File: src/core/tldf_cfg.svh
// Bit positions, reset values and sizes for the talker/listener data flags
`ifndef TLDF_CFG_SVH
`define TLDF_CFG_SVH

// Status and mask bit positions (interrupt_status_one / interrupt_mask_one)
`define TLDF_BIT_DATA_IN   0
`define TLDF_BIT_DATA_OUT  1
`define TLDF_BIT_LOST_BYTE 2

// Outgoing DMA enable position in interrupt_mask_two
`define TLDF_BIT_DMA_OUT   5

// Reset values
`define TLDF_RST_BYTE      8'h00
`define TLDF_RST_FLAG      1'b0

// Outgoing byte buffer shape
`define TLDF_FIFO_WIDTH    8
`define TLDF_FIFO_DEPTH    16

`endif

File: src/core/tldf_pkg.sv
// Types shared by the talker/listener data flag block
package tldf_pkg;

  // One register or data byte
  typedef logic [7:0] tldf_byte_t;

  // Listener handshake mode set by auxiliary commands
  typedef enum logic [0:0] {
    TLDF_LM_NORMAL,
    TLDF_LM_CONTINUOUS
  } tldf_lmode_t;

endpackage : tldf_pkg

File: src/core/tldf_fifo_if.sv
// Valid/ready carrier between the flag block and its outgoing byte buffer
`timescale 1ns/1ps
interface tldf_fifo_if #(
  parameter int WIDTH = 8
);
  logic             wr_valid;
  logic             wr_ready;
  logic [WIDTH-1:0] wr_data;
  logic             rd_valid;
  logic             rd_ready;
  logic [WIDTH-1:0] rd_data;

  // Buffer side
  modport fifo (
    input  wr_valid,
    input  wr_data,
    output wr_ready,
    output rd_valid,
    output rd_data,
    input  rd_ready
  );

  // User side
  modport user (
    output wr_valid,
    output wr_data,
    input  wr_ready,
    input  rd_valid,
    input  rd_data,
    output rd_ready
  );
endinterface : tldf_fifo_if

File: src/core/tldf_fifo.sv
// Parameterised synchronous FIFO with valid/ready on both sides
`timescale 1ns/1ps
`include "tldf_cfg.svh"
module tldf_fifo
  import tldf_pkg::*;
#(
  parameter int WIDTH = `TLDF_FIFO_WIDTH,
  parameter int DEPTH = `TLDF_FIFO_DEPTH
) (
  // Clock and reset
  input  wire logic mclk_i,
  input  wire logic rstn_i,
  // Carrier
  tldf_fifo_if.fifo bus
);
  localparam int AW = $clog2(DEPTH);

  logic [WIDTH-1:0] mem_ff [DEPTH];
  logic [AW-1:0]    wr_ptr_ff;
  logic [AW-1:0]    rd_ptr_ff;
  logic [AW:0]      count_ff;
  logic [AW:0]      nxt_count;
  logic             full_ff;
  logic             push;
  logic             pop;

  // Handshakes on both sides
  assign push         = bus.wr_valid & ~full_ff;
  assign pop          = bus.rd_ready & (count_ff != '0);
  assign bus.wr_ready = ~full_ff;
  assign bus.rd_valid = (count_ff != '0);
  assign bus.rd_data  = mem_ff[rd_ptr_ff];

  // Occupancy after this cycle
  always_comb
  begin
    nxt_count = count_ff;
    if (push && !pop)
      nxt_count = count_ff + 1'b1;
    else if (pop && !push)
      nxt_count = count_ff - 1'b1;
  end

  // Pointers, count and full flag
  always_ff @(posedge mclk_i)
  begin
    if (!rstn_i)
    begin
      wr_ptr_ff <= '0;
      rd_ptr_ff <= '0;
      count_ff  <= '0;
      full_ff   <= 1'b0;
    end
    else
    begin
      if (push)
        wr_ptr_ff <= (wr_ptr_ff == AW'(DEPTH - 1)) ? '0 : wr_ptr_ff + 1'b1;
      if (pop)
        rd_ptr_ff <= (rd_ptr_ff == AW'(DEPTH - 1)) ? '0 : rd_ptr_ff + 1'b1;
      count_ff <= nxt_count;
      full_ff  <= (nxt_count == (AW+1)'(DEPTH));
    end
  end

  // Storage, no reset needed
  always_ff @(posedge mclk_i)
  begin
    if (push)
      mem_ff[wr_ptr_ff] <= bus.wr_data;
  end
endmodule : tldf_fifo

File: src/core/tldf_flags.sv
// Data-transfer status flags, masks and outgoing byte path of the talker/listener
`timescale 1ns/1ps
`include "tldf_cfg.svh"
// Operation
// - Host byte write while source idle or entering idle sets lost-byte flag.
// - Byte sent on the bus with no listener present sets lost-byte flag.
// - Reset and status read clear lost-byte and data-in flags.
// - Data-out flag, bit 1, sets on rising talker-active and source-generate; enable bit 1.
// - Data-out flag clears on status read, talker inactive or source-generate false.
// - Host write of the command/data out register clears data-out flag.
// - Interrupt request while data-out flag and its enable are both set.
// - Outgoing DMA enable turns data-out flag into a DMA cycle request.
// - Data-in flag, bit 0, sets in listener-active, accept-data, continuous mode; enable bit 0.
// - Data-in flag clears on finish-handshake in holdoff, or data-in register read.
// - Continuous mode follows its auxiliary command; holdoff is ready-for-data holdoff.
module tldf_flags
  import tldf_pkg::*;
(
  // Clock and reset
  input  wire logic       mclk_i,
  input  wire logic       rstn_i,
  // Host register strobes
  input  wire logic       status_rd_i,
  input  wire logic       mask_one_wr_i,
  input  wire tldf_byte_t mask_one_data_i,
  input  wire logic       mask_two_wr_i,
  input  wire tldf_byte_t mask_two_data_i,
  input  wire logic       out_byte_wr_i,
  input  wire tldf_byte_t out_byte_data_i,
  input  wire logic       dir_rd_i,
  // Auxiliary commands
  input  wire logic       aux_cont_on_i,
  input  wire logic       aux_cont_off_i,
  input  wire logic       aux_finish_hs_i,
  // Bus function states
  input  wire logic       tacs_i,
  input  wire logic       sgns_i,
  input  wire logic       sids_i,
  input  wire logic       sdys_to_sids_i,
  input  wire logic       lacs_i,
  input  wire logic       acds_i,
  input  wire logic       rfd_holdoff_i,
  input  wire logic       byte_sent_i,
  input  wire logic       no_listener_i,
  // Outgoing byte stream toward the source handshake
  output tldf_byte_t      tx_data_o,
  output logic            tx_valid_o,
  input  wire logic       tx_ready_i,
  output logic            out_byte_ready_o,
  // Host answers
  output tldf_byte_t      status_data_o,
  output logic            irq_o,
  output logic            dma_req_o,
  output logic            cont_mode_o
);

  tldf_fifo_if #(.WIDTH(`TLDF_FIFO_WIDTH)) fifo_bus ();

  tldf_lmode_t lmode_ff;
  logic        data_in_flag_ff;
  logic        data_out_flag_ff;
  logic        lost_byte_flag_ff;
  logic        nxt_data_in_flag;
  logic        nxt_data_out_flag;
  logic        nxt_lost_byte_flag;
  logic        data_in_irq_enable_ff;
  logic        data_out_irq_enable_ff;
  logic        lost_byte_irq_enable_ff;
  logic        outgoing_dma_enable_ff;
  logic        talk_ready_prev_ff;
  logic        talk_ready;
  logic        do_set;
  logic        do_clr;
  logic        din_set;
  logic        din_clr;
  logic        err_set;
  tldf_byte_t  tx_data_ff;
  logic        tx_valid_ff;
  logic        tx_load;
  logic        out_byte_ready_ff;
  tldf_byte_t  status_data_ff;
  logic        irq_ff;
  logic        dma_req_ff;

  // Outgoing byte buffer between the host and the source handshake
  tldf_fifo #(
    .WIDTH (`TLDF_FIFO_WIDTH),
    .DEPTH (`TLDF_FIFO_DEPTH)
  ) u_tx_fifo (
    .mclk_i (mclk_i),
    .rstn_i (rstn_i),
    .bus    (fifo_bus)
  );

  // Host writes fill the buffer; output stage drains it
  assign fifo_bus.wr_valid = out_byte_wr_i;
  assign fifo_bus.wr_data  = out_byte_data_i;
  assign tx_load           = fifo_bus.rd_valid & (~tx_valid_ff | tx_ready_i);
  assign fifo_bus.rd_ready = tx_load;

  // Registered output stage of the byte stream
  always_ff @(posedge mclk_i)
  begin
    if (!rstn_i)
    begin
      tx_valid_ff <= 1'b0;
      tx_data_ff  <= `TLDF_RST_BYTE;
    end
    else if (tx_load)
    begin
      tx_valid_ff <= 1'b1;
      tx_data_ff  <= fifo_bus.rd_data;
    end
    else if (tx_ready_i)
    begin
      tx_valid_ff <= 1'b0;
    end
  end

  // Buffer space as seen by the host, registered
  always_ff @(posedge mclk_i)
  begin
    if (!rstn_i)
      out_byte_ready_ff <= 1'b0;
    else
      out_byte_ready_ff <= fifo_bus.wr_ready;
  end

  // Listener mode from auxiliary commands, turn-on wins
  always_ff @(posedge mclk_i)
  begin
    if (!rstn_i)
      lmode_ff <= TLDF_LM_NORMAL;
    else
    begin
      case (lmode_ff)
        TLDF_LM_NORMAL:
          if (aux_cont_on_i)
            lmode_ff <= TLDF_LM_CONTINUOUS;
        TLDF_LM_CONTINUOUS:
          if (aux_cont_off_i && !aux_cont_on_i)
            lmode_ff <= TLDF_LM_NORMAL;
        default:
          lmode_ff <= TLDF_LM_NORMAL;
      endcase
    end
  end

  // Mask registers, write only
  always_ff @(posedge mclk_i)
  begin
    if (!rstn_i)
    begin
      data_in_irq_enable_ff   <= `TLDF_RST_FLAG;
      data_out_irq_enable_ff  <= `TLDF_RST_FLAG;
      lost_byte_irq_enable_ff <= `TLDF_RST_FLAG;
      outgoing_dma_enable_ff  <= `TLDF_RST_FLAG;
    end
    else
    begin
      if (mask_one_wr_i)
      begin
        data_in_irq_enable_ff   <= mask_one_data_i[`TLDF_BIT_DATA_IN];
        data_out_irq_enable_ff  <= mask_one_data_i[`TLDF_BIT_DATA_OUT];
        lost_byte_irq_enable_ff <= mask_one_data_i[`TLDF_BIT_LOST_BYTE];
      end
      if (mask_two_wr_i)
        outgoing_dma_enable_ff <= mask_two_data_i[`TLDF_BIT_DMA_OUT];
    end
  end

  // Set and clear terms of each flag
  assign talk_ready = tacs_i & sgns_i;
  assign do_set     = talk_ready & ~talk_ready_prev_ff;
  assign do_clr     = status_rd_i | ~tacs_i | ~sgns_i | out_byte_wr_i;
  assign err_set    = (out_byte_wr_i & (sids_i | sdys_to_sids_i))
                    | (byte_sent_i & no_listener_i);
  assign din_set    = lacs_i & acds_i & (lmode_ff == TLDF_LM_CONTINUOUS);
  assign din_clr    = status_rd_i
                    | (aux_finish_hs_i & rfd_holdoff_i)
                    | dir_rd_i;

  // Next flag values, a set beats a clear in the same cycle
  assign nxt_data_out_flag  = do_set | (data_out_flag_ff & ~do_clr);
  assign nxt_lost_byte_flag = err_set | (lost_byte_flag_ff & ~status_rd_i);
  assign nxt_data_in_flag   = din_set | (data_in_flag_ff & ~din_clr);

  // Status flags and the edge detector of the talker condition
  always_ff @(posedge mclk_i)
  begin
    if (!rstn_i)
    begin
      data_out_flag_ff   <= `TLDF_RST_FLAG;
      lost_byte_flag_ff  <= `TLDF_RST_FLAG;
      data_in_flag_ff    <= `TLDF_RST_FLAG;
      talk_ready_prev_ff <= 1'b0;
    end
    else
    begin
      data_out_flag_ff   <= nxt_data_out_flag;
      lost_byte_flag_ff  <= nxt_lost_byte_flag;
      data_in_flag_ff    <= nxt_data_in_flag;
      talk_ready_prev_ff <= talk_ready;
    end
  end

  // Status read captures the flags as they stood before the clear
  always_ff @(posedge mclk_i)
  begin
    if (!rstn_i)
      status_data_ff <= `TLDF_RST_BYTE;
    else if (status_rd_i)
    begin
      status_data_ff                      <= `TLDF_RST_BYTE;
      status_data_ff[`TLDF_BIT_DATA_IN]   <= data_in_flag_ff;
      status_data_ff[`TLDF_BIT_DATA_OUT]  <= data_out_flag_ff;
      status_data_ff[`TLDF_BIT_LOST_BYTE] <= lost_byte_flag_ff;
    end
  end

  // Interrupt and DMA requests follow the flags with no extra delay
  always_ff @(posedge mclk_i)
  begin
    if (!rstn_i)
    begin
      irq_ff     <= 1'b0;
      dma_req_ff <= 1'b0;
    end
    else
    begin
      irq_ff     <= (nxt_data_out_flag & data_out_irq_enable_ff)
                  | (nxt_data_in_flag & data_in_irq_enable_ff)
                  | (nxt_lost_byte_flag & lost_byte_irq_enable_ff);
      dma_req_ff <= nxt_data_out_flag & outgoing_dma_enable_ff;
    end
  end

  // Outputs straight from flip-flops
  assign tx_data_o    = tx_data_ff;
  assign tx_valid_o   = tx_valid_ff;
  assign out_byte_ready_o = out_byte_ready_ff;
  assign status_data_o    = status_data_ff;
  assign irq_o        = irq_ff;
  assign dma_req_o    = dma_req_ff;
  assign cont_mode_o  = (lmode_ff == TLDF_LM_CONTINUOUS);

endmodule : tldf_flags

File: config.mk
export PLATFORM = sky130hd
export DESIGN_NAME = tldf_flags
export DESIGN_NICKNAME = d
export VERILOG_FILES = /design/src/core/tldf_pkg.sv /design/src/core/tldf_fifo_if.sv /design/src/core/tldf_fifo.sv /design/src/core/tldf_flags.sv
export VERILOG_INCLUDE_DIRS = /design/src /design/src/core
export SDC_FILE = /design/constraint.sdc
export NUM_CORES = 1
export LEC_CHECK = 0
export BUFFER_PORTS_ARGS = -buffer_cell sky130_fd_sc_hd__buf_2
export CAP_MARGIN = 20
export CORE_MARGIN = 2
export CORE_UTILIZATION = 50
export CTS_BUF_LIST = sky130_fd_sc_hd__clkbuf_8
export DETAILED_ROUTE_END_ITERATION = 10
export PLACE_DENSITY = 0.73
export SYNTH_ARGS = -nofsm -noshare
export SYNTH_HDL_FRONTEND = slang
export SYNTH_SLANG_ARGS = --single-unit
File: constraint.sdc
create_clock -name mclk_i -period 4.4 [get_ports mclk_i]
set_input_delay 0.22 -clock mclk_i [delete_from_list [all_inputs] [get_ports mclk_i]]
set_output_delay 0.22 -clock mclk_i [all_outputs]
set_load 0.02 [all_outputs]
# After elaboration in Yosys (flattened, before gate mapping)
# Memories as Yosys holds them, arrays and structs flattened. A register that Yosys moved wholly into a read port is not among the register bits.
# Cells that the tools add are included.
# Widths: inputs -> output; s select.
dict set report word_totals {
  reg_bits 30
  latch_bits 0
  ram_bits 128
  rom_bits 0
  input_bits 44
  wordCells 85
  mem_count 1
}
dict set report op_classes {
  n_addsub 4
  mul 0
  div_mod_pow 0
  n_lt_le_gt_ge 0
  n_eq_ne 3
  n_shift 0
  n_mux 11
  n_bitwise 39
  reduce_logical 9
}
# memory words width read_ports rd_ports_with_merged_regs wr line_no
set memory_table {}
lappend memory_table {u_tx_fifo.mem_ff 16 8 1 1 1 tldf_fifo.sv:18} ;# logic [WIDTH-1:0] mem_ff [DEPTH];
# operator count
set ops {}
lappend ops {{$and 1x1->1} 17}
lappend ops {{$or 1x1->1} 13}
lappend ops {{$mux 5} 2}
lappend ops {{$not 1->1} 9}
lappend ops {{$add 4x1->4 const B} 2}
lappend ops {{$eq 4x4->1 const B} 2}
lappend ops {{$mux 4} 2}
lappend ops {{$mux 1} 6}
lappend ops {{$add 5x1->5 const B} 1}
lappend ops {{$eq 5x5->1 const B} 1}
lappend ops {{$reduce_bool 5->1} 1}
lappend ops {{$sub 5x1->5 const B} 1}
lappend ops {{$logic_not 1->1} 4}
lappend ops {{$logic_and 1x1->1} 3}
lappend ops {{$pmux 1 s2} 1}
lappend ops {{$reduce_bool 2->1} 1}

# Depth between registers and ports, before layout
# Gate-level depths: netlist of run 1.
dict set report logic_depth {
  ltp_word 10
  depth_mapped 9
  ltp_nobuf 7
}

# Hierarchy
# Synthesis of run 1 repeated with hierarchy kept, for this count alone.
dict set report hier_totals {
  cells_unflattened 391
  hier_area_um2 6712.7
}
# mod instances cells_per_inst area_each_um2 seq_area_each_um2
set modules_own_cells {}
lappend modules_own_cells {tldf_fifo 1 294 5795.6 4204.0}
lappend modules_own_cells {tldf_flags 1 97 917.1 480.5}

# Worst setup path before layout of run 1
# No wires, ideal clock.
dict set report synth_path {
  kind {reg-to-reg}
  start {register u_tx_fifo.full_ff}
  end {memory u_tx_fifo.mem_ff[3][0], enable pin}
  t_arrival_ns 1.535
  required_ns 4.017
  slack_ns 2.482
  path_stages_with_launch 5
  period_less_slack_ns 1.918
  cell_sequence {dfxtp_1 nor2b_1 clkbuf_1 nand2_1 nor3_1}
}
dict set report synth_between {
  elab_chain_len 4
}
# item line_no
set synth_rtl {}
lappend synth_rtl {{from (decl)} tldf_fifo.sv:23} ;# logic full_ff;
lappend synth_rtl {{from (signal assigned)} tldf_fifo.sv:61} ;# full_ff <= (nxt_count == (AW+1)'(DEPTH));
lappend synth_rtl {{$not 1->1} tldf_fifo.sv:28} ;# assign push = bus.wr_valid & ~full_ff;
lappend synth_rtl {{$and 1x1->1} tldf_fifo.sv:28}
lappend synth_rtl {{$mux 1} tldf_fifo.sv:68} ;# if (push)
lappend synth_rtl {{$mux 1 (not written as such)} tldf_fifo.sv:69} ;# mem_ff[wr_ptr_ff] <= bus.wr_data;
lappend synth_rtl {{to (decl)} tldf_fifo.sv:18}
# No other way between the ends.

# Worst setup path in the final report of run 1
dict set report layout_path {
  start {register u_tx_fifo.full_ff}
  end {memory u_tx_fifo.mem_ff[14][5], enable pin}
}
# The elaborated chain is that of the path after synthesis.

==> results.md, run 1 <==
| Result | This run |
|:---|:---|
| Post-Route WL | 12500 µm |
| Register-to-register setup slack | 1.97 ns |
| Count of standard-cell rows | 41 |
| Vias per cell | 5.63 |
| Clock network power share | 31.0% |
| Gate count of the mapped netlist | 393 |
| Non-filler instance count after layout | 628 |
| Worst setup path startpoint | u_tx_fifo.full_ff$_SDFF_PN0_ |
| Synth-to-Final Area Change | 12.9% |
| Flop and latch count out of synthesis | 166 |
| Outcome | finished, final reports clean |
| Switching portion of total power | 27.4% |
| Cell internal power dissipation | 2.93 mW |
| Net Switching | 1.11 mW |
| Tightest Hold Check Type | in2reg |
| Most frequent standard cell in the layout excluding fill and tap cells | sky130_fd_sc_hd__edfxtp_1 |
| Portion of total power attributed to sequential cells | 46.4% |
| Minimum period implied by the final worst setup slack | 2.43 ns |
| Kind of launch point of the worst setup path | flop |
| Total I/O pin count | 65 |
| Wire length of the first global-routing pass | 19000 µm |
| Flip-flop cell with the highest count after synthesis | sky130_fd_sc_hd__edfxtp_1 |
| Deepest level of the CTS H-tree | 4 |
| DRC errors left | 0 |
| Cell type with the largest total area after synthesis | sky130_fd_sc_hd__edfxtp_1 |
| Cell count after placement | 594 |
| Die span in x | 118 µm |
| Congestion Overflow GR | 0 |
| GRT Overall Usage | 18.6% |
| Proportion of synthesized chip area in sequential cells | 70.3% |
| Drt first pass iters | 5 |
| Mapped cell area | 0.00655 mm² |
| Type of the worst setup path | reg2reg |
| Final Hold Slack | 0.0333 ns |
| Highest net fanout along the worst path | 12 |
| # setup viols final | 0 |
| Final hold viol count | 0 |
| Category of the worst setup path capture point | flop |
| Inserted Diodes | 0 |
| Worst-case reg-to-reg path depth | 3 |
| Cell leakage power | 2.53 nW |
| Maximum buffer depth of the clock tree | 2 |
| Clock insertion delay at the later pin of the skew report | 0.46 ns |
| Fraction of registers with async set or reset after synthesis | 0% |
| EDFF count, synth | 128 |
| Ratio of cells with drive above 1 in the final layout | 28.3% |
| Post-Route Setup TNS | 0 ns |
| Pin count of the biggest net entering global routing | 29 |
| Initial antenna violation count | 0 |
| Signal arrival time at the worst endpoint | 2.51 ns |
| Final estimated routing congestion in global placement | 0.785 |
| Die height | 118 µm |
| Sum of internal, switching and leakage power | 4.03 mW |
| Post-CTS clock slew at the launch and capture registers of the worst setup and hold paths | 0.08 ns |
| Core Box Area | 0.0127 mm² |
| Comb pwr share | 22.6% |
| Slew headroom | 37.9% |
| Per-cell routed wire length | 19.9 µm |
| Inserted Clock Buffers | 17 |
| Via count of the first global-routing pass | 3442 |
| Worst setup slack after layout | 1.97 ns |
| Warning count from the yosys run | 0 |
| Highest clock frequency the design can meet | 412 MHz |
| Final period util | 55.1% |
| RSZ-0062 raised after global routing | no |
| Worst slew pin tran | 0.931 ns |
| Sinks on Clock Net | 166 |
| Cell Pwr Density | 546 mW/mm² |
| Initial core utilization | 51.5% |
| Mean post-synth cell area | 16.7 µm² |
| Post-Route Skew | 0.0130 ns |
| Count of buffers inserted at the top-level ports | 47 |
| Worst reg2reg startpoint | u_tx_fifo.full_ff$_SDFF_PN0_ |
| Required time worst endpoint | 4.48 ns |
| Die footprint | 0.0140 mm² |
| Leading cell types in the layout, fill and taps excluded | sky130_fd_sc_hd__edfxtp_1 (128), sky130_fd_sc_hd__buf_2 (48), sky130_fd_sc_hd__dfxtp_1 (37) |
| Count of maximum capacitance violations | 0 |
| Place WS | 1.60 ns |
| Worst reg2reg path endpoint | u_tx_fifo.mem_ff[14][5]$_DFFE_PP_ |
| Clock tree from TritonCTS | done |
| Slew Viols, Final | 0 |
| First DRT Iteration DRCs | 332 |
| CP Capture Point | u_tx_fifo.mem_ff[14][5]$_DFFE_PP_ |
| DRT antenna net count | 0 |
| Post-DP HPWL | 8200 µm |
| Cell chosen for the clock root | sky130_fd_sc_hd__clkbuf_8 |
| Routed vias | 3533 |
| Post-layout net count | 496 |
| Most area-consuming cells after synthesis | sky130_fd_sc_hd__edfxtp_1 (59%), sky130_fd_sc_hd__dfxtp_1 (12%), sky130_fd_sc_hd__mux4_2 (11%) |
| Share of the synthesized area in the top cell type | 58.7% |
| Worst IR Drop VDD | 329 µV |
| Post-synthesis cell type count | 46 |
==> worst max-delay path, cell delays in order (launching register included) <==
cell and delay [ns]:
sky130_fd_sc_hd__dfxtp_1 0.33, sky130_fd_sc_hd__nor2b_1 0.68, sky130_fd_sc_hd__nand2_1 0.34, sky130_fd_sc_hd__nor2_1 0.70
==> power by group through the flow <==
stage	Clock [mW]	Combinational [mW]	Sequential, mW
finish	1.25	0.911	1.87
global route	1.33	0.983	1.89
CTS	1.27	0.917	1.88
detailed placement	0	0.910	1.91
global placement	0	0.887	1.90
floorplan	0	0.768	1.88
==> worst min path at each step <==
stage / start / end / slack [ns] / cells after the start
2_1_floorplan: out_byte_data_i[0] / u_tx_fifo.mem_ff[0][0]$_DFFE_PP_ / 0.32 / 0
3_3_place_gp: u_tx_fifo.full_ff$_SDFF_PN0_ / out_byte_ready_o$_SDFF_PN0_ / 0.41 / 1
3_5_place_dp: u_tx_fifo.full_ff$_SDFF_PN0_ / out_byte_ready_o$_SDFF_PN0_ / 0.43 / 1
4_1_cts: mask_one_data_i[1] / data_out_irq_enable_ff$_SDFFE_PN0P_ / 0.001 / 3
5_1_grt: mask_one_data_i[1] / data_out_irq_enable_ff$_SDFFE_PN0P_ / 0.004 / 3
6_report: mask_one_data_i[1] / data_out_irq_enable_ff$_SDFFE_PN0P_ / 0.03 / 3
==> timing repair <==
item | CTS | global route
endpoints found under the hold margin | 2 | 0
hold buffers | 2 | 0
setup buffers | 0 | 0
gates resized for setup | 0 | 0
==> cells in the mapped netlist, types with 9 or more instances <==
library cell and number:
sky130_fd_sc_hd__edfxtp_1 128, sky130_fd_sc_hd__dfxtp_1 38, sky130_fd_sc_hd__mux4_2 32, sky130_fd_sc_hd__nor2_1 32, sky130_fd_sc_hd__o22ai_1 16, sky130_fd_sc_hd__nand2_1 13, sky130_fd_sc_hd__mux2i_1 10, sky130_fd_sc_hd__a21oi_1 9
sky130_fd_sc_hd__clkbuf_1 9
==> kinds of logic after synthesis <==
kind of cell	synth area share [%]
adder cells (fa/ha/maj)	1.34
other	0.0573
flip-flops	70.3
AO/OA/AOI/OAI	4.78
AND/OR/NAND/NOR	5.89
XOR/XNOR	0.803
buffers and inverters	2.90
multiplexers	13.9
==> state kept, by name, indices dropped and copies added, names as in the netlist, 3 cells and up <==
register	cells
u_tx_fifo.count_ff	5
tx_data_o	8
u_tx_fifo.rd_ptr_ff	4
u_tx_fifo.wr_ptr_ff	4
u_tx_fifo.mem_ff	128
status_data_o	3
==> layout make-up <==
cell class	instances	area (µm²)
fill	1000	5330
multi-input combinational	195	1770
timing repair buffer	56	305
sequential	166	4610
clock buffer	17	234
inverter	9	33.8
tap	172	215
clock inverter	13	229
==> routing by layer <==
layer	GRT usage (%)	part of all wire (%)	vias up
li1	-	-	1621
met1	24.8	43	1768
met2	29.7	49	130
met3	5.65	6.5	14
met4	5.58	1.1	0
met5	0	0	-
==> metrics by stage <==
stage	area, µm²	utilization [%]
after global routing	7390	58.1
after global placement	6900	54.2
after CTS	7380	58.0
after detailed placement	6900	54.2
final	7390	58.1
after floorplan	6560	-
No activity file was read; power rests on OpenSTA's default activity.
==> run 2, diff against run 1 <==
- PLACE_DENSITY: 0.73 -> 0.76
- clock period: 4.4 -> 2 ns (I/O delays scaled with it)
==> results.md, run 2 (synthesis results as in run 1) <==
| Result | This run |
|:---|:---|
| DRC errors left | 0 |
| Cell Pwr Density | 1150 mW/mm² |
| Wire length of the first global-routing pass | 19800 µm |
| Register name with the most flops | u_tx_fifo.mem_ff |
| Type of the worst setup path | reg2reg |
| Count of buffers inserted at the top-level ports | 47 |
| Die footprint | 0.0140 mm² |
| Via count of the first global-routing pass | 3732 |
| GRT Overall Usage | 18.7% |
| Count of maximum capacitance violations | 0 |
| Switching portion of total power | 28.9% |
| Per-cell routed wire length | 18.6 µm |
| Post-DP HPWL | 7800 µm |
| Maximum buffer depth of the clock tree | 2 |
| Signal arrival time at the worst endpoint | 2.25 ns |
| Clock tree from TritonCTS | done |
| Clock network power share | 29.1% |
| Sum of internal, switching and leakage power | 8.83 mW |
| Slew Viols, Final | 0 |
| DP Area | 0.00706 mm² |
| Cell leakage power | 2.68 nW |
| Post-Route WL | 12300 µm |
| Minimum period implied by the final worst setup slack | 1.90 ns |
| Post-CTS clock slew at the launch and capture registers of the worst setup and hold paths | 0.08 ns |
| Worst-case reg-to-reg path depth | 7 |
| Cell chosen for the clock root | sky130_fd_sc_hd__clkbuf_8 |
| Number of fill cells | 929 |
| Final hold viol count | 0 |
| # setup viols final | 0 |
| Multi-input logic area | 0.00179 mm² |
| Count of standard-cell rows | 41 |
| Comb pwr share | 25.5% |
| Outcome | finished, final reports clean |
| Register-to-register setup slack | 0.10 ns |
| Hold Startpoint | out_byte_wr_i |
| Kind of launch point of the worst setup path | flop |
| Category of the worst setup path capture point | flop |
| Hold endpoint | lost_byte_flag_ff$_SDFF_PN0_ |
| Register area | 0.00461 mm² |
| Congestion Overflow GR | 0 |
| Initial core utilization | 51.5% |
| Synth-to-Final Area Change | 17.5% |
| Worst reg2reg startpoint | u_tx_fifo.count_ff[1]$_SDFF_PN0_ |
| Deepest level of the CTS H-tree | 4 |
| Worst reg2reg path endpoint | u_tx_fifo.full_ff$_SDFF_PN0_ |
| Post-route standard cell area excluding fillers | 0.00769 mm² |
| Cell internal power dissipation | 6.28 mW |
| Portion of total power attributed to sequential cells | 45.5% |
| Vias per cell | 5.49 |
| Worst IR Drop VDD | 420 µV |
| Final estimated routing congestion in global placement | 0.785 |
| Die height | 118 µm |
| Initial antenna violation count | 0 |
| Inserted Diodes | 0 |
| Total I/O pin count | 65 |
| Net Switching | 2.55 mW |
| Final Hold Slack | 0.0217 ns |
| Post-Route Skew | 0.0128 ns |
| Inserted Clock Buffers | 17 |
| Core Box Area | 0.0127 mm² |
| Die span in x | 118 µm |
| DRT antenna net count | 0 |
| Tightest Hold Check Type | in2reg |
| Post-layout net count | 528 |
| Cell count after placement | 612 |
| Post-Route Setup TNS | 0 ns |
| Worst hold stages | 3 |
| Final period util | 94.9% |
| Routed vias | 3634 |
| Leading cell types in the layout, fill and taps excluded | sky130_fd_sc_hd__edfxtp_1 (128), sky130_fd_sc_hd__buf_2 (47), sky130_fd_sc_hd__dfxtp_1 (36) |
| Highest clock frequency the design can meet | 527 MHz |
| RSZ-0062 raised after global routing | no |
| Non-filler instance count after layout | 662 |
| Drt first pass iters | 4 |
| Required time worst endpoint | 2.35 ns |
| First DRT Iteration DRCs | 259 |
| Most frequent standard cell in the layout excluding fill and tap cells | sky130_fd_sc_hd__edfxtp_1 |
| Number of flip-flops under the largest register name | 128 |
| Clock insertion delay at the later pin of the skew report | 0.44 ns |
| Ratio of cells with drive above 1 in the final layout | 31.8% |
| Pin count of the biggest net entering global routing | 37 |
| Sinks on Clock Net | 166 |
| Highest net fanout along the worst path | 7 |
==> run 2: how the worst max path moves through the flow <==
stage                                       endpoint  depth (start not counted)  slack (ns)                              from
finish                  u_tx_fifo.full_ff$_SDFF_PN0_                          7        0.10  u_tx_fifo.count_ff[1]$_SDFF_PN0_
global placement        u_tx_fifo.full_ff$_SDFF_PN0_                          7        0.12  u_tx_fifo.count_ff[1]$_SDFF_PN0_
global route            u_tx_fifo.full_ff$_SDFF_PN0_                          7       0.003  u_tx_fifo.count_ff[0]$_SDFF_PN0_
floorplan           u_tx_fifo.mem_ff[3][0]$_DFFE_PP_                          4        0.08      u_tx_fifo.full_ff$_SDFF_PN0_
CTS                     u_tx_fifo.full_ff$_SDFF_PN0_                          7        0.01  u_tx_fifo.count_ff[1]$_SDFF_PN0_
detailed placement         tx_data_o[5]$_SDFFE_PN0P_                          7        0.03  u_tx_fifo.count_ff[1]$_SDFF_PN0_
==> run 2: layer usage <==
| metal | part of all wire [%] | GRT usage [%] | vias up |
|---|---|---|---|
| met2 | 52 | 31.8 | 97 |
| li1 | - | - | 1691 |
| met5 | 0 | 0 | - |
| met3 | 5.1 | 4.30 | 10 |
| met4 | 0.99 | 5.51 | 0 |
| met1 | 42 | 24.1 | 1836 |
==> run 2: power by group through the flow <==
stage | registers (mW) | logic [mW] | clock network, mW
after floorplan | 4.14 | 1.69 | 0
after global placement | 4.08 | 2.08 | 0
after detailed placement | 4.08 | 2.14 | 0
after CTS | 4.01 | 2.19 | 2.61
after global routing | 4.04 | 2.45 | 2.74
final | 4.01 | 2.25 | 2.57
==> run 2: critical path: stages, from the launching register on <==
cell and delay [ns]:
sky130_fd_sc_hd__dfxtp_2 0.34, sky130_fd_sc_hd__inv_2 0.08, sky130_fd_sc_hd__ha_4 0.13, sky130_fd_sc_hd__or4b_4 0.48, sky130_fd_sc_hd__and2_4 0.22, sky130_fd_sc_hd__mux2i_2 0.15
sky130_fd_sc_hd__xor2_1 0.16, sky130_fd_sc_hd__nor4bb_1 0.25
==> run 2: cell type report <==
type	count	share of cell area, %
flip-flops and latches	166	59.9
multi-input cells	195	23.3
repair buffers	88	7.93
clock buffers	18	3.22
well taps	172	2.80
clock inverters	14	2.44
inverters	9	0.439
==> run 2: repair_timing <==
item | in CTS | in global routing
gates resized for setup | 1 | 7
hold buffers | 17 | 0
buffers inserted | 0 | 1
endpoints found under the hold margin | 11 | 0
setup endpoints to repair | 2 | 16
pin swaps | 0 | 1
==> run 2: stage by stage <==
stage / setup WS [ns] / util, %
finish: 0.101 / 60.5
global placement: 0.117 / 55.5
floorplan: 0.0817 / -
CTS: 0.0110 / 60.3
detailed placement: 0.0291 / 55.5
global route: 0.00309 / 60.5
==> run 3, diff against run 2 <==
- PLACE_DENSITY: 0.76 -> 0.73
- clock period: 2 -> 2.4 ns (I/O delays scaled with it)
==> results.md, run 3 (synthesis results as in run 1) <==
| Result | This run |
|:---|:---|
| Initial core utilization | 51.5% |
| Signal arrival time at the worst endpoint | 2.44 ns |
| Count of standard-cell rows | 41 |
| Slew headroom | 64.1% |
| Inserted Clock Buffers | 17 |
| Post-Route WL | 13000 µm |
| Via count of the first global-routing pass | 3683 |
| Highest net fanout along the worst path | 25 |
| Cell internal power dissipation | 5.08 mW |
| Synth-to-Final Area Change | 15.5% |
| Post-Route Skew | 0.00766 ns |
| Count of maximum capacitance violations | 0 |
| Worst setup path startpoint | u_tx_fifo.count_ff[0]$_SDFF_PN0_ |
| Worst IR Drop VDD | 407 µV |
| Die footprint | 0.0140 mm² |
| Hold Startpoint | out_byte_wr_i |
| Outcome | finished, final reports clean |
| Sinks on Clock Net | 166 |
| Maximum buffer depth of the clock tree | 2 |
| Initial antenna violation count | 0 |
| Portion of total power attributed to sequential cells | 47.2% |
| Final hold viol count | 0 |
| Post-layout net count | 523 |
| Post CTS Setup Buffer Count | 0 |
| DP Area | 0.00704 mm² |
| Register-to-register setup slack | 0.30 ns |
| Post-CTS clock slew at the launch and capture registers of the worst setup and hold paths | 0.08 ns |
| Routed vias | 3704 |
| Net Switching | 2.01 mW |
| Clock insertion delay at the later pin of the skew report | 0.44 ns |
| # setup viols final | 0 |
| Comb pwr share | 25.6% |
| Count of buffers inserted at the top-level ports | 47 |
| Vias per cell | 5.66 |
| Cell leakage power | 2.62 nW |
| Post-route standard cell area excluding fillers | 0.00756 mm² |
| Type of the worst setup path | reg2reg |
| Pin count of the biggest net entering global routing | 36 |
| Final period util | 87.3% |
| DRT antenna net count | 0 |
| Inserted Diodes | 0 |
| Worst slew pin tran | 0.537 ns |
| Leading cell types in the layout, fill and taps excluded | sky130_fd_sc_hd__edfxtp_1 (128), sky130_fd_sc_hd__buf_2 (47), sky130_fd_sc_hd__dfxtp_1 (37) |
| Post-DP HPWL | 8170 µm |
| Worst reg2reg startpoint | u_tx_fifo.count_ff[0]$_SDFF_PN0_ |
| GRT Overall Usage | 19.4% |
| Wire length of the first global-routing pass | 20000 µm |
| Worst setup slack after layout | 0.304 ns |
| DRC errors left | 0 |
| Slew Viols, Final | 0 |
| Required time worst endpoint | 2.75 ns |
| Clock tree from TritonCTS | done |
| Number of hold buffers added after cts | 15 |
| Deepest level of the CTS H-tree | 4 |
| Highest clock frequency the design can meet | 477 MHz |
| Die height | 118 µm |
| Clock network power share | 27.1% |
| Minimum period implied by the final worst setup slack | 2.10 ns |
| Number of flip-flops under the largest register name | 128 |
| Per-cell routed wire length | 19.9 µm |
| Drt first pass iters | 5 |
| Kind of launch point of the worst setup path | flop |
| Post-Route Setup TNS | 0 ns |
| Tightest Hold Check Type | in2reg |
| Congestion Overflow GR | 0 |
| Share of the core filled with cells | 59.5% |
| Most frequent standard cell in the layout excluding fill and tap cells | sky130_fd_sc_hd__edfxtp_1 |
| Non-filler instance count after layout | 654 |
| First DRT Iteration DRCs | 339 |
| Die span in x | 118 µm |
| Place WS | 0.320 ns |
| Ratio of cells with drive above 1 in the final layout | 29.3% |
| Category of the worst setup path capture point | flop |
| Count of instances resized after the clock tree is built | 0 |
| Cell Pwr Density | 938 mW/mm² |
| Cell count after placement | 610 |
| Cell chosen for the clock root | sky130_fd_sc_hd__clkbuf_8 |
| Total I/O pin count | 65 |
| Switching portion of total power | 28.4% |
| Core Box Area | 0.0127 mm² |
| Register name with the most flops | u_tx_fifo.mem_ff |
| Final estimated routing congestion in global placement | 0.784 |
| RSZ-0062 raised after global routing | no |
==> run 3: cell count changes in the layout (fill, tap and decap cells not counted), moves of 2 or more <==
cell	delta
sky130_fd_sc_hd__inv_1	+4
sky130_fd_sc_hd__buf_4	-3
sky130_fd_sc_hd__inv_6	-2
sky130_fd_sc_hd__inv_8	-3
sky130_fd_sc_hd__inv_2	-2
sky130_fd_sc_hd__clkinv_4	-2
sky130_fd_sc_hd__dlygate4sd3_1	-2
==> run 3: area by class of cell <==
| class | instances | area, µm² |
|---|---|---|
| clock buffers | 17 | 234 |
| clock inverters | 12 | 140 |
| fillers | 956 | 5160 |
| inverters | 9 | 33.8 |
| multi-input cells | 195 | 1770 |
| flip-flops and latches | 166 | 4610 |
| well taps | 172 | 215 |
| repair buffers | 83 | 568 |
==> run 3: final timing paths <==
kind / endpoint / depth (start not counted)
worst min-delay path: lost_byte_flag_ff$_SDFF_PN0_ / 3
worst min register to register: out_byte_ready_o$_SDFF_PN0_ / 1
worst max-delay path: u_tx_fifo.full_ff$_SDFF_PN0_ / 7
worst max register to register: u_tx_fifo.full_ff$_SDFF_PN0_ / 7
==> run 3: critical path: stages, from the launching register on <==
cell	delay (ns)
sky130_fd_sc_hd__dfxtp_1	0.36
sky130_fd_sc_hd__inv_1	0.08
sky130_fd_sc_hd__ha_1	0.18
sky130_fd_sc_hd__or4b_4	0.49
sky130_fd_sc_hd__and2_4	0.27
sky130_fd_sc_hd__xnor2_1	0.19
sky130_fd_sc_hd__a31oi_1	0.18
sky130_fd_sc_hd__nor4bb_1	0.24
==> run 3: through the flow <==
stage	hold WS, ns	total power [mW]
floorplan	0.219	4.86
global placement	0.340	5.16
detailed placement	0.363	5.21
CTS	0.000987	7.16
global route	0.0111	7.42
finish	0.0279	7.10
==> run 3: routing by layer <==
layer | share of wire, % | track usage (%) | wire (µm)
met4 | 1.4 | 6.62 | 180
met2 | 48 | 30.8 | 6270
met3 | 7.0 | 5.60 | 916
met5 | 0 | 0 | 0
met1 | 43 | 25.9 | 5630
==> run 3: power by group through the flow <==
stage	Combinational [mW]	Clock, mW	Sequential [mW]
floorplan	1.41	0	3.45
global placement	1.76	0	3.40
detailed placement	1.80	0	3.41
CTS	1.83	1.98	3.35
global route	1.96	2.09	3.37
finish	1.82	1.92	3.35
